--- src/pkg/smart_card_map.vh ---
`ifndef SMART_CARD_MAP_VH
`define SMART_CARD_MAP_VH

// ****************************************************
// Timing
// ****************************************************
`define MCLK_PERIOD_NS   20
`define HALF_PERIOD_NS   80
// Card clock half period in mclk cycles: 80 ns halves of a 20 ns clock
`define HALF_CYCLES      8'h04
`define ETU_LAST         9'h173
`define SAMPLE_TICK      9'h0b9
`define BIT_PARITY       4'h9
`define BIT_ERR_SLOT     4'ha
`define BIT_RX_END       4'hb
`define BIT_TRANSMIT_END_FLAG_STD     4'hc
`define BIT_RETRY        4'hc
`define BIT_ZERO         4'h0
`define BIT_ONE          4'h1
`define CNT_ZERO         9'h000
`define CNT_ONE          9'h001

// ****************************************************
// Register offsets
// ****************************************************
`define OFF_MODE         8'h00
`define OFF_CTRL         8'h04
`define OFF_STATUS       8'h08
`define OFF_TXDATA       8'h0c
`define OFF_RXDATA       8'h10
`define OFF_CARDMODE     8'h14

// ****************************************************
// Fields
// ****************************************************
`define MODE_GM          0
`define MODE_ODD         1
`define CTRL_CLKOUT      0
`define CTRL_CLKLVL      1
`define CTRL_RXON        4
`define CTRL_TXEN        5
`define CTRL_RIE         6
`define CTRL_TIE         7
`define ST_PIN           0
`define ST_TRANSMIT_END_FLAG          2
`define ST_ERS           3
`define ST_PER           4
`define ST_OVERRUN_FLAG          5
`define ST_RX_FULL_FLAG          6
`define ST_TRANSMIT_EMPTY_FLAG          7
`define CM_SMIF          0
`define CM_SINV          2
`define CM_SDIR          3

// ****************************************************
// Reset values and responses
// ****************************************************
`define RST_BYTE         8'h00
`define RST_WORD         32'h00000000
`define RESP_OKAY        2'b00
`define RESP_SLVERR      2'b10

`endif

--- src/rtl/half_divider.v ---
`timescale 1ns/1ps
module half_divider #(
	parameter [7:0] COUNT = 8'h04
) (
	// Clock and control
	input  wire       mclk,
	input  wire       reset_n,
	input  wire       clk_en,
	input  wire       clear,
	// Tick out
	output reg        tick
);
	reg [7:0] cnt;

	// Clear restarts the phase so a restarted clock keeps full halves
	always @(posedge mclk)
	begin
		if (!reset_n)
		begin
			cnt  <= 8'h00;
			tick <= 1'b0;
		end
		else if (clk_en)
		begin
			if (clear || cnt == COUNT - 8'h01)
			begin
				cnt  <= 8'h00;
				tick <= ~clear;
			end
			else
			begin
				cnt  <= cnt + 8'h01;
				tick <= 1'b0;
			end
		end
	end
endmodule

--- src/rtl/smart_card_serial.v ---
`timescale 1ns/1ps
`include "smart_card_map.vh"
// Notes on behaviour
// - Data write plus empty clear starts send
// - End flag raises transmit ready irq
// - Card error flag raises link fault irq
// - End flag point depends on gated mode
// - Receive done sets full flag, irqs
// - Parity error still loads received byte
// - Gated mode fixes clock level by bits
// - Only three irqs; transmit done never
// - Fault irq never requests DMA
// - End flag also sets empty; DMA clears
// - Card error resends byte, end stays low
// - Error signal flag cleared only by software
// - Receive error: no full flag, no DMA
// - Clock stop finishes cycle, then holds
// - Clock restarts with normal duty cycle
// - 372 ticks per bit, sample at 186
// - Error-free receive leaves line released while parity error flag is clear
module smart_card_serial (
	// Clock, reset, enable
	input  wire        mclk,
	input  wire        reset_n,
	input  wire        clk_en,
	// AXI4-Lite slave
	input  wire [7:0]  awaddr,
	input  wire        awvalid,
	output reg         awready,
	input  wire [31:0] wdata,
	input  wire [3:0]  wstrb,
	input  wire        wvalid,
	output reg         wready,
	output reg  [1:0]  bresp,
	output reg         bvalid,
	input  wire        bready,
	input  wire [7:0]  araddr,
	input  wire        arvalid,
	output reg         arready,
	output reg  [31:0] rdata,
	output reg  [1:0]  rresp,
	output reg         rvalid,
	input  wire        rready,
	// Card link
	input  wire        card_data_in,
	output reg         card_data_out,
	output reg         card_data_oe,
	output reg         card_clk,
	// DMA side
	input  wire        dma_tx_wr,
	input  wire [7:0]  dma_tx_data,
	input  wire        dma_rx_rd,
	output reg  [7:0]  dma_rx_data,
	output reg         dma_tx_req,
	output reg         dma_rx_req,
	// Interrupt requests
	output reg         tx_ready_irq,
	output reg         rx_ready_irq,
	output reg         link_fault_irq,
	output reg         tx_done_irq
);
	localparam [3:0] T_IDLE  = 4'b0001;
	localparam [3:0] T_SEND  = 4'b0010;
	localparam [3:0] T_GUARD = 4'b0100;
	localparam [3:0] T_RETRY = 4'b1000;
	localparam [3:0] R_IDLE  = 4'b0001;
	localparam [3:0] R_RECV  = 4'b0010;
	localparam [3:0] R_ERR   = 4'b0100;
	localparam [3:0] R_GUARD = 4'b1000;

	// ****************************************************
	// Registers and state
	// ****************************************************
	reg [7:0]  serial_mode_reg;
	reg [7:0]  serial_ctrl_reg;
	reg [7:0]  card_mode_reg;
	reg [7:0]  transmit_data_reg;
	reg [7:0]  rx_data_reg;
	reg        transmit_end_flag;
	reg        transmit_empty_flag;
	reg        error_signal_flag;
	reg        parity_error_flag;
	reg        overrun_flag;
	reg        rx_full_flag;
	reg        aw_full;
	reg        w_full;
	reg [7:0]  aw_q;
	reg [31:0] w_q;
	reg [3:0]  strb_q;
	reg [3:0]  tx_state;
	reg [8:0]  tx_cnt;
	reg [3:0]  tx_idx;
	reg [9:0]  tx_shift;
	reg        err_seen;
	reg [3:0]  rx_state;
	reg [8:0]  rx_cnt;
	reg [3:0]  rx_idx;
	reg [7:0]  rx_raw;
	reg        rx_par;
	reg        line_s1;
	reg        line_s2;
	reg        line_prev;
	reg        base_phase;
	reg        clk_run;
	wire       half_tick;

	wire gm     = serial_mode_reg[`MODE_GM];
	wire odd    = serial_mode_reg[`MODE_ODD];
	wire smif   = card_mode_reg[`CM_SMIF];
	wire sinv   = card_mode_reg[`CM_SINV];
	wire sdir   = card_mode_reg[`CM_SDIR];
	wire tx_en  = serial_ctrl_reg[`CTRL_TXEN];
	wire rx_on  = serial_ctrl_reg[`CTRL_RXON];
	wire tx_irq_mask    = serial_ctrl_reg[`CTRL_TIE];
	wire rx_err_irq_mask    = serial_ctrl_reg[`CTRL_RIE];
	wire clkout = serial_ctrl_reg[`CTRL_CLKOUT];
	wire clklvl = serial_ctrl_reg[`CTRL_CLKLVL];

	function [7:0] reverse8;
		input [7:0] v;
		integer k;
		begin
			for (k = 0; k < 8; k = k + 1)
				reverse8[k] = v[7 - k];
		end
	endfunction

	// ****************************************************
	// Bus decode
	// ****************************************************
	wire       wr_now  = aw_full & w_full & ~bvalid;
	wire       wr_lo   = wr_now & strb_q[0];
	wire       wr_stat = wr_lo & (aw_q == `OFF_STATUS);
	wire       wr_tdr  = wr_lo & (aw_q == `OFF_TXDATA);
	wire       wr_map  = (aw_q == `OFF_MODE) | (aw_q == `OFF_CTRL) |
	                     (aw_q == `OFF_STATUS) | (aw_q == `OFF_TXDATA) |
	                     (aw_q == `OFF_RXDATA) | (aw_q == `OFF_CARDMODE);
	wire [7:0] status  = {transmit_empty_flag, rx_full_flag, overrun_flag,
	                      parity_error_flag, error_signal_flag,
	                      transmit_end_flag, 1'b0, card_clk};

	reg [31:0] rd_word;
	reg        rd_ok;
	always @*
	begin
		rd_word = `RST_WORD;
		rd_ok   = 1'b1;
		case (araddr)
		`OFF_MODE:     rd_word[7:0] = serial_mode_reg;
		`OFF_CTRL:     rd_word[7:0] = serial_ctrl_reg;
		`OFF_STATUS:   rd_word[7:0] = status;
		`OFF_TXDATA:   rd_word[7:0] = transmit_data_reg;
		`OFF_RXDATA:   rd_word[7:0] = rx_data_reg;
		`OFF_CARDMODE: rd_word[7:0] = card_mode_reg;
		default:       rd_ok = 1'b0;
		endcase
	end

	// Frame contents, convention applied; parity sees coded bits only
	wire [7:0] tx_coded = sinv ? ~transmit_data_reg : transmit_data_reg;
	wire [7:0] tx_order = sdir ? reverse8(tx_coded) : tx_coded;
	wire [9:0] tx_frame = {(^tx_order) ^ odd, tx_order, 1'b0};
	wire [7:0] rx_order = sdir ? reverse8(rx_raw) : rx_raw;
	wire [7:0] rx_byte  = sinv ? ~rx_order : rx_order;
	wire       rx_bad   = (^rx_raw) ^ rx_par ^ odd;

	wire       base_tick = half_tick & base_phase;
	wire       tx_last   = base_tick & (tx_cnt == `ETU_LAST);
	wire       tx_samp   = base_tick & (tx_cnt == `SAMPLE_TICK);
	wire       rx_last   = base_tick & (rx_cnt == `ETU_LAST);
	wire       rx_samp   = base_tick & (rx_cnt == `SAMPLE_TICK);
	wire       tx_start  = (tx_state == T_IDLE) & tx_en & smif &
	                       ~transmit_empty_flag;
	wire       tx_done   = (tx_state == T_GUARD) &
	                       ((gm & tx_last & (tx_idx == `BIT_ERR_SLOT) &
	                         ~err_seen) |
	                        (~gm & tx_samp &
	                         (tx_idx == `BIT_TRANSMIT_END_FLAG_STD)));
	wire       tx_error  = (tx_state == T_GUARD) & tx_last &
	                       (tx_idx == `BIT_ERR_SLOT) & err_seen;
	wire       rx_end    = (rx_state == R_RECV) & rx_last &
	                       (rx_idx == `BIT_PARITY);
	wire       rx_good   = rx_end & ~rx_full_flag & ~rx_bad;

	// ****************************************************
	// Card clock
	// ****************************************************
	wire clk_stop = ~clk_run & ~(smif & clkout);

	half_divider #(
		.COUNT   (`HALF_CYCLES)
	) u_half (
		.mclk    (mclk),
		.reset_n (reset_n),
		.clk_en  (clk_en),
		.clear   (clk_stop),
		.tick    (half_tick)
	);

	always @(posedge mclk)
	begin
		if (!reset_n)
		begin
			card_clk   <= 1'b0;
			clk_run    <= 1'b0;
			base_phase <= 1'b0;
		end
		else if (clk_en)
		begin
			if (clk_stop)
			begin
				// Held level follows the fixed-level bit when gated
				card_clk   <= gm & clklvl;
				base_phase <= 1'b0;
			end
			else if (half_tick)
			begin
				base_phase <= ~base_phase;
				// Stop only on the fixed level: no phase is cut short
				if (!(smif & clkout) && card_clk == (gm & clklvl))
					clk_run <= 1'b0;
				else
				begin
					card_clk <= ~card_clk;
					clk_run  <= 1'b1;
				end
			end
		end
	end

	// ****************************************************
	// Bus slave, flags, transmit and receive
	// ****************************************************
	always @(posedge mclk)
	begin
		if (!reset_n)
		begin
			awready <= 1'b1;
			wready  <= 1'b1;
			arready <= 1'b1;
			bvalid  <= 1'b0;
			rvalid  <= 1'b0;
			bresp   <= `RESP_OKAY;
			rresp   <= `RESP_OKAY;
			rdata   <= `RST_WORD;
			aw_full <= 1'b0;
			w_full  <= 1'b0;
			aw_q    <= `RST_BYTE;
			w_q     <= `RST_WORD;
			strb_q  <= 4'h0;
			serial_mode_reg     <= `RST_BYTE;
			serial_ctrl_reg     <= `RST_BYTE;
			card_mode_reg       <= `RST_BYTE;
			transmit_data_reg   <= `RST_BYTE;
			rx_data_reg         <= `RST_BYTE;
			transmit_end_flag   <= 1'b1;
			transmit_empty_flag <= 1'b1;
			error_signal_flag   <= 1'b0;
			parity_error_flag   <= 1'b0;
			overrun_flag        <= 1'b0;
			rx_full_flag        <= 1'b0;
			tx_state <= T_IDLE;
			tx_cnt   <= `CNT_ZERO;
			tx_idx   <= `BIT_ZERO;
			tx_shift <= 10'h3ff;
			err_seen <= 1'b0;
			rx_state <= R_IDLE;
			rx_cnt   <= `CNT_ZERO;
			rx_idx   <= `BIT_ZERO;
			rx_raw   <= `RST_BYTE;
			rx_par   <= 1'b0;
			line_s1  <= 1'b1;
			line_s2  <= 1'b1;
			line_prev <= 1'b1;
			card_data_out  <= 1'b0;
			card_data_oe   <= 1'b0;
			dma_rx_data    <= `RST_BYTE;
			dma_tx_req     <= 1'b0;
			dma_rx_req     <= 1'b0;
			tx_ready_irq   <= 1'b0;
			rx_ready_irq   <= 1'b0;
			link_fault_irq <= 1'b0;
			tx_done_irq    <= 1'b0;
		end
		else if (clk_en)
		begin
			line_s1   <= card_data_in;
			line_s2   <= line_s1;
			line_prev <= line_s2;
			// Write channels, taken in either order
			if (awvalid && awready)
			begin
				aw_q    <= awaddr;
				aw_full <= 1'b1;
				awready <= 1'b0;
			end
			if (wvalid && wready)
			begin
				w_q    <= wdata;
				strb_q <= wstrb;
				w_full <= 1'b1;
				wready <= 1'b0;
			end
			if (wr_now)
			begin
				aw_full <= 1'b0;
				w_full  <= 1'b0;
				bvalid  <= 1'b1;
				bresp   <= wr_map ? `RESP_OKAY : `RESP_SLVERR;
				if (strb_q[0] && aw_q == `OFF_MODE)
					serial_mode_reg <= w_q[7:0];
				if (strb_q[0] && aw_q == `OFF_CTRL)
					serial_ctrl_reg <= w_q[7:0];
				if (strb_q[0] && aw_q == `OFF_CARDMODE)
					card_mode_reg <= w_q[7:0];
			end
			if (bvalid && bready)
			begin
				bvalid  <= 1'b0;
				awready <= 1'b1;
				wready  <= 1'b1;
			end
			if (arvalid && arready)
			begin
				arready <= 1'b0;
				rvalid  <= 1'b1;
				rdata   <= rd_word;
				rresp   <= rd_ok ? `RESP_OKAY : `RESP_SLVERR;
			end
			if (rvalid && rready)
			begin
				rvalid  <= 1'b0;
				arready <= 1'b1;
			end

			// Flag clears first; hardware sets below win in the same cycle
			if (wr_stat && !w_q[`ST_ERS])
				error_signal_flag <= 1'b0;
			if (wr_stat && !w_q[`ST_PER])
				parity_error_flag <= 1'b0;
			if (wr_stat && !w_q[`ST_OVERRUN_FLAG])
				overrun_flag <= 1'b0;
			if ((wr_stat && !w_q[`ST_RX_FULL_FLAG]) || dma_rx_rd)
				rx_full_flag <= 1'b0;
			if (wr_stat && !w_q[`ST_TRANSMIT_EMPTY_FLAG])
				transmit_empty_flag <= 1'b0;
			if (wr_tdr)
				transmit_data_reg <= w_q[7:0];
			if (dma_tx_wr)
			begin
				transmit_data_reg   <= dma_tx_data;
				transmit_empty_flag <= 1'b0;
				transmit_end_flag   <= 1'b0;
			end

			// Transmit: one bit is 372 base ticks
			if (base_tick)
				tx_cnt <= tx_last ? `CNT_ZERO : tx_cnt + `CNT_ONE;
			if (tx_last)
				tx_idx <= tx_idx + `BIT_ONE;
			case (tx_state)
			T_IDLE:
				if (tx_start)
				begin
					tx_shift <= tx_frame;
					tx_cnt   <= `CNT_ZERO;
					tx_idx   <= `BIT_ZERO;
					tx_state <= T_SEND;
					transmit_end_flag <= 1'b0;
				end
			T_SEND:
				if (tx_last)
				begin
					tx_shift <= {1'b1, tx_shift[9:1]};
					if (tx_idx == `BIT_PARITY)
					begin
						err_seen <= 1'b0;
						tx_state <= T_GUARD;
					end
				end
			T_GUARD:
			begin
				if (tx_samp && tx_idx == `BIT_ERR_SLOT)
					err_seen <= ~line_s2;
				if (tx_error)
				begin
					error_signal_flag <= 1'b1;
					tx_state <= T_RETRY;
				end
				if (tx_done)
				begin
					transmit_end_flag   <= 1'b1;
					transmit_empty_flag <= 1'b1;
					tx_state <= T_IDLE;
				end
			end
			T_RETRY:
				// End flag stays low through the resend of the same byte
				if (!tx_en)
					tx_state <= T_IDLE;
				else if (tx_last && tx_idx == `BIT_RETRY)
				begin
					tx_shift <= tx_frame;
					tx_idx   <= `BIT_ZERO;
					tx_state <= T_SEND;
				end
			default:
				tx_state <= T_IDLE;
			endcase

			// Receive: align to falling start edge, sample mid-bit
			if (base_tick)
				rx_cnt <= rx_last ? `CNT_ZERO : rx_cnt + `CNT_ONE;
			if (rx_last)
				rx_idx <= rx_idx + `BIT_ONE;
			case (rx_state)
			R_IDLE:
				if (rx_on && smif && line_prev && !line_s2)
				begin
					rx_cnt   <= `CNT_ZERO;
					rx_idx   <= `BIT_ZERO;
					rx_state <= R_RECV;
				end
			R_RECV:
			begin
				if (rx_samp && rx_idx == `BIT_ZERO && line_s2)
					rx_state <= R_IDLE;
				else if (rx_samp && rx_idx == `BIT_PARITY)
					rx_par <= line_s2;
				else if (rx_samp)
					rx_raw <= {line_s2, rx_raw[7:1]};
				if (rx_end)
				begin
					rx_state <= R_GUARD;
					if (rx_full_flag)
						overrun_flag <= 1'b1;
					else if (rx_bad)
					begin
						parity_error_flag <= 1'b1;
						rx_data_reg <= rx_byte;
					end
					if (rx_good)
					begin
						rx_full_flag <= 1'b1;
						rx_data_reg  <= rx_byte;
					end
				end
			end
			R_GUARD:
				if (rx_samp && rx_idx == `BIT_ERR_SLOT && parity_error_flag)
					rx_state <= R_ERR;
				else if (rx_last && rx_idx == `BIT_RX_END)
					rx_state <= R_IDLE;
			R_ERR:
				// Line pulled low for one bit time as the error signal
				if (rx_samp && rx_idx == `BIT_RX_END)
					rx_state <= R_GUARD;
			default:
				rx_state <= R_IDLE;
			endcase

			// Line drive: released except while sending or signalling
			card_data_oe  <= (tx_state == T_SEND) | (rx_state == R_ERR);
			card_data_out <= (tx_state == T_SEND) & tx_shift[0];

			dma_rx_data    <= rx_data_reg;
			tx_ready_irq   <= transmit_end_flag & tx_irq_mask;
			rx_ready_irq   <= rx_full_flag & rx_err_irq_mask;
			link_fault_irq <= (error_signal_flag | parity_error_flag |
			                   overrun_flag) & rx_err_irq_mask;
			// Fault irq has no DMA path; only ready events request
			dma_tx_req     <= transmit_end_flag & tx_irq_mask;
			dma_rx_req     <= rx_full_flag & rx_err_irq_mask;
			tx_done_irq    <= 1'b0;
		end
	end
endmodule

--- config.mk ---
export PLATFORM = sky130hd
export DESIGN_NAME = smart_card_serial
export DESIGN_NICKNAME = d
export VERILOG_FILES = /design/src/rtl/half_divider.v /design/src/rtl/smart_card_serial.v
export VERILOG_INCLUDE_DIRS = /design/src /design/src/pkg
export SDC_FILE = /design/constraint.sdc
export NUM_CORES = 1
export LEC_CHECK = 0
export BUFFER_PORTS_ARGS = -buffer_cell sky130_fd_sc_hd__buf_4
export CORE_MARGIN = 5
export CORE_UTILIZATION = 55
export CTS_CLUSTER_DIAMETER = 60
export DETAILED_ROUTE_END_ITERATION = 8
export PLACE_DENSITY_LB_ADDON = 0.25
export SLEW_MARGIN = 20
export SYNTH_ARGS = -nofsm -noshare
export SYNTH_HDL_FRONTEND = slang
export SYNTH_SLANG_ARGS = --single-unit
--- constraint.sdc ---
create_clock -name mclk -period 6.25 [get_ports mclk]
set_clock_uncertainty 0.1 [all_clocks]
set_input_delay 0 -clock mclk [delete_from_list [all_inputs] [get_ports mclk]]
set_output_delay 0 -clock mclk [all_outputs]
set_load 0.01 [all_outputs]
==> results_dict.tcl <==
set metrics [dict create \
    max_freq_mhz 340 \
    cp_max_fo 14 \
    diodes 0 \
    dp_slack_ps 3410 \
    required_ps 6430 \
    grt.total_usage_pct 23.8 \
    regArea_um2 3240 \
    dr.pass1.iters 6 \
    nFillCells 1177 \
    htree_levels 4 \
    stdcell_area_um2 9880 \
    post-dp-hpwl_um 13600 \
    rsz0062_at_grt "no" \
    final.setup.worst_slack_ps 3300 \
    biggestRegsByFlops "tx_shift x10, rx_cnt x9, tx_cnt x9" \
    syn-instance-count 934 \
    grt_util_met3_pct 4.71 \
    routedWlPerCell_um 17.1 \
    crit_type "reg -> reg" \
    finalCriticalPeriod_ps 2950 \
    route.detailed.drc 0 \
    stdcell_count 1221 \
    dp.cells 1139 \
    final_max_slew_viol_count 0 \
    synth-main-ff-cell "dfxtp_1" \
    multi_input_area_um2 4640 \
    die_h_um 133 \
    status "finished clean" \
    portBuffers 74 \
    grt_use_met2_pct 39.8 \
    arrival_ps 3120 \
    gp_congestion 0.846 \
    clockRootBuffer "clkbuf_16" \
    dr_total_vias 7171 \
    tritoncts "built" \
    drive_gt1_share_pct 13.5 \
    grt_pass1_wl_um 34700 \
    clockBufferDepth 2 \
    fin_util_pct 67.5 \
    fin_nets 1109 \
    antenna_found_initial 0 \
    synthDistinctLibCells 76 \
    hold_viol_final 0 \
    area_growth_pct 19.3 \
    synth_edf_count 0 \
    cts_buffers 17 \
    max_stage_delay_ps 740 \
    fin_setup_tns_ps 0 \
    rows 44 \
    hold_path.class "in -> reg" \
    ys_seq_area_share_pct 39.1 \
    grt_util_met1_pct 31.2 \
    cap_violations 0 \
    tightest_slew_ps 1070 \
    postCtsSetupBuffers 0 \
    ys_async_sr_fraction_pct 0 \
    total_power_mw 2.42 \
    drt-total-wl_um 20900 \
    drtIter0Drc 521 \
    detail_route.vias_per_cell 5.87 \
    core_area_um2 14600 \
    slowest_stage "nor3_2" \
    ios 129 \
    initial_core_util_pct 56.6 \
    die_area_um2 17600 \
    largest-register "tx_shift" \
    crit_chain "ha_1 -> nand4_1 -> nor3_2 -> a21oi_1 -> a2111oi_0 -> o21ai_0" \
    largest_reg_flops 10 \
    min_period_over_period_pct 47.1 \
    die_w_um 133 \
    grt_max_degree 89 \
    grt_pass1_vias 6896 \
    avgSynthCellArea_um2 8.87 \
    start_kind "flop" \
    slew_headroom_pct 28.7 \
    fin_worst_hold_slack_ps 0.405 \
    grt.busiest_layer "met2" \
    setup_viol 0 \
    ys_ff_latch 162 \
    clk_latency_ps 420 \
    dpl-instance-area_um2 8730 \
    yosysWarnings 0 \
    grt_overflow 0 \
    power-per-cell-area_nw_per_um2 244 \
    syn_area_um2 8290 \
    ir_drop_mv 0.203 \
    final_antenna_net_count 0 \
    cp-end-kind "flop" \
    leakage_nw 3.88 \
    cts.sinks 162 \
    clk_pin_slew_ps 60 \
    cts-resized-gates 0 \
]
[final timing paths]
| check | from | end | slack [ps] | cells after the start |
|---|---|---|---|---|
| worst max register to register | tx_cnt[0]$_SDFFE_PN0P_ | tx_shift[3]$_SDFFE_PN1P_ | 3300 | 6 |
| worst min-delay path | araddr[4] | rdata[2]$_SDFFE_PN0P_ | 0.4 | 4 |
| worst max-delay path | tx_cnt[0]$_SDFFE_PN0P_ | tx_shift[3]$_SDFFE_PN1P_ | 3300 | 6 |
| worst min register to register | aw_q[5]$_SDFFE_PN0P_ | aw_q[5]$_SDFFE_PN0P_ | 350 | 2 |
[cells in the mapped netlist, drive strengths merged, types with 8 or more instances]
| library cell | count | area share, % |
|---|---|---|
| a2111oi | 9 | 0.95 |
| a21oi | 65 | 3.9 |
| a221oi | 8 | 0.85 |
| a22oi | 8 | 0.72 |
| a31oi | 12 | 0.91 |
| and3 | 8 | 0.60 |
| buf | 49 | 3.8 |
| clkbuf | 33 | 1.9 |
| dfxtp | 162 | 39 |
| ha | 13 | 2.0 |
| inv | 14 | 0.63 |
| mux2i | 75 | 9.1 |
| mux4 | 8 | 2.2 |
| nand2 | 96 | 4.4 |
| nand3 | 33 | 2.0 |
| nand3b | 11 | 1.0 |
| nand4 | 15 | 1.1 |
| nor2 | 105 | 4.8 |
| nor3 | 10 | 0.80 |
| nor4 | 8 | 0.78 |
| nor4b | 10 | 1.2 |
| o21ai | 42 | 2.5 |
| or3 | 9 | 0.74 |
| xnor2 | 29 | 3.1 |
| xor2 | 22 | 2.3 |
[power breakdown]
part | total (mW) | leakage, nW | internal (mW) | switching [mW]
registers | 1.09 | 1.31 | 1.06 | 0.0299
logic | 0.207 | 2.27 | 0.0955 | 0.112
clock network | 1.12 | 0.299 | 0.692 | 0.427
[cells by family (layout without fill, tap and decap cells)]
logic type                 count (synthesis)  after routing  synth area share [%]
and+or+nand+nor                          349            349                  21.7
DFF                                      162            162                  39.1
other                                      1             27                0.0452
muxes                                     86             86                  11.7
buffers and inverters                     96            173                  6.27
xor gates and xnor gates                  53             53                  5.93
AOI/OAI and AO/OA                        174            174                  13.3
adders and majority gates                 13             13                  1.96
[cell type report]
type                            count  share of cell area (%)
Multi-Input combinational cell    702                    46.9
Sequential cell                   162                    32.8
Timing Repair Buffer              128                    11.0
Clock buffer                       20                    4.62
Tap cell                          184                    2.33
Clock inverter                     11                    1.80
Inverter                           14                   0.532
[critical path: cells and delay by family (launching register included)]
| family | cells | cell delay [ps] |
|---|---|---|
| compound gates | 3 | 1100 |
| flops | 1 | 430 |
| fa+ha+maj | 1 | 240 |
| simple gates | 2 | 920 |
[layout by cell type (no fill, tap or decap), types with 5 or more instances in the layout]
master	n
a22oi_1	8
a21oi_1	65
nor4_1	7
conb_1	27
xnor2_1	29
and2_1	5
a31oi_1	12
clkbuf_16	17
mux2i_1	75
nor4b_1	6
xor2_1	22
a2111oi_0	9
nand4b_1	5
ha_1	13
or3_1	8
buf_4	77
nand3_1	33
mux4_2	8
o31ai_1	6
nand2b_1	6
a221oi_1	8
and3_1	8
o21ai_0	37
nand3b_1	11
nand4_1	15
nand2_1	95
nor2_1	105
nor3_1	8
dlygate4sd3_1	51
o21ai_1	5
dfxtp_1	162
inv_1	12
[layer usage]
metal | up-vias | share of wire (%)
met3 | 30 | 6.0
met4 | 0 | 1.8
met2 | 233 | 48
li1 | 3465 | -
met5 | - | 0
met1 | 3443 | 44
[timing repair]
action | in CTS | in global routing
endpoints found under the hold margin | 60 | 0
hold buffers | 51 | 0
endpoints found under the setup margin | 0 | 0
Power figures use the tool's default switching activity.
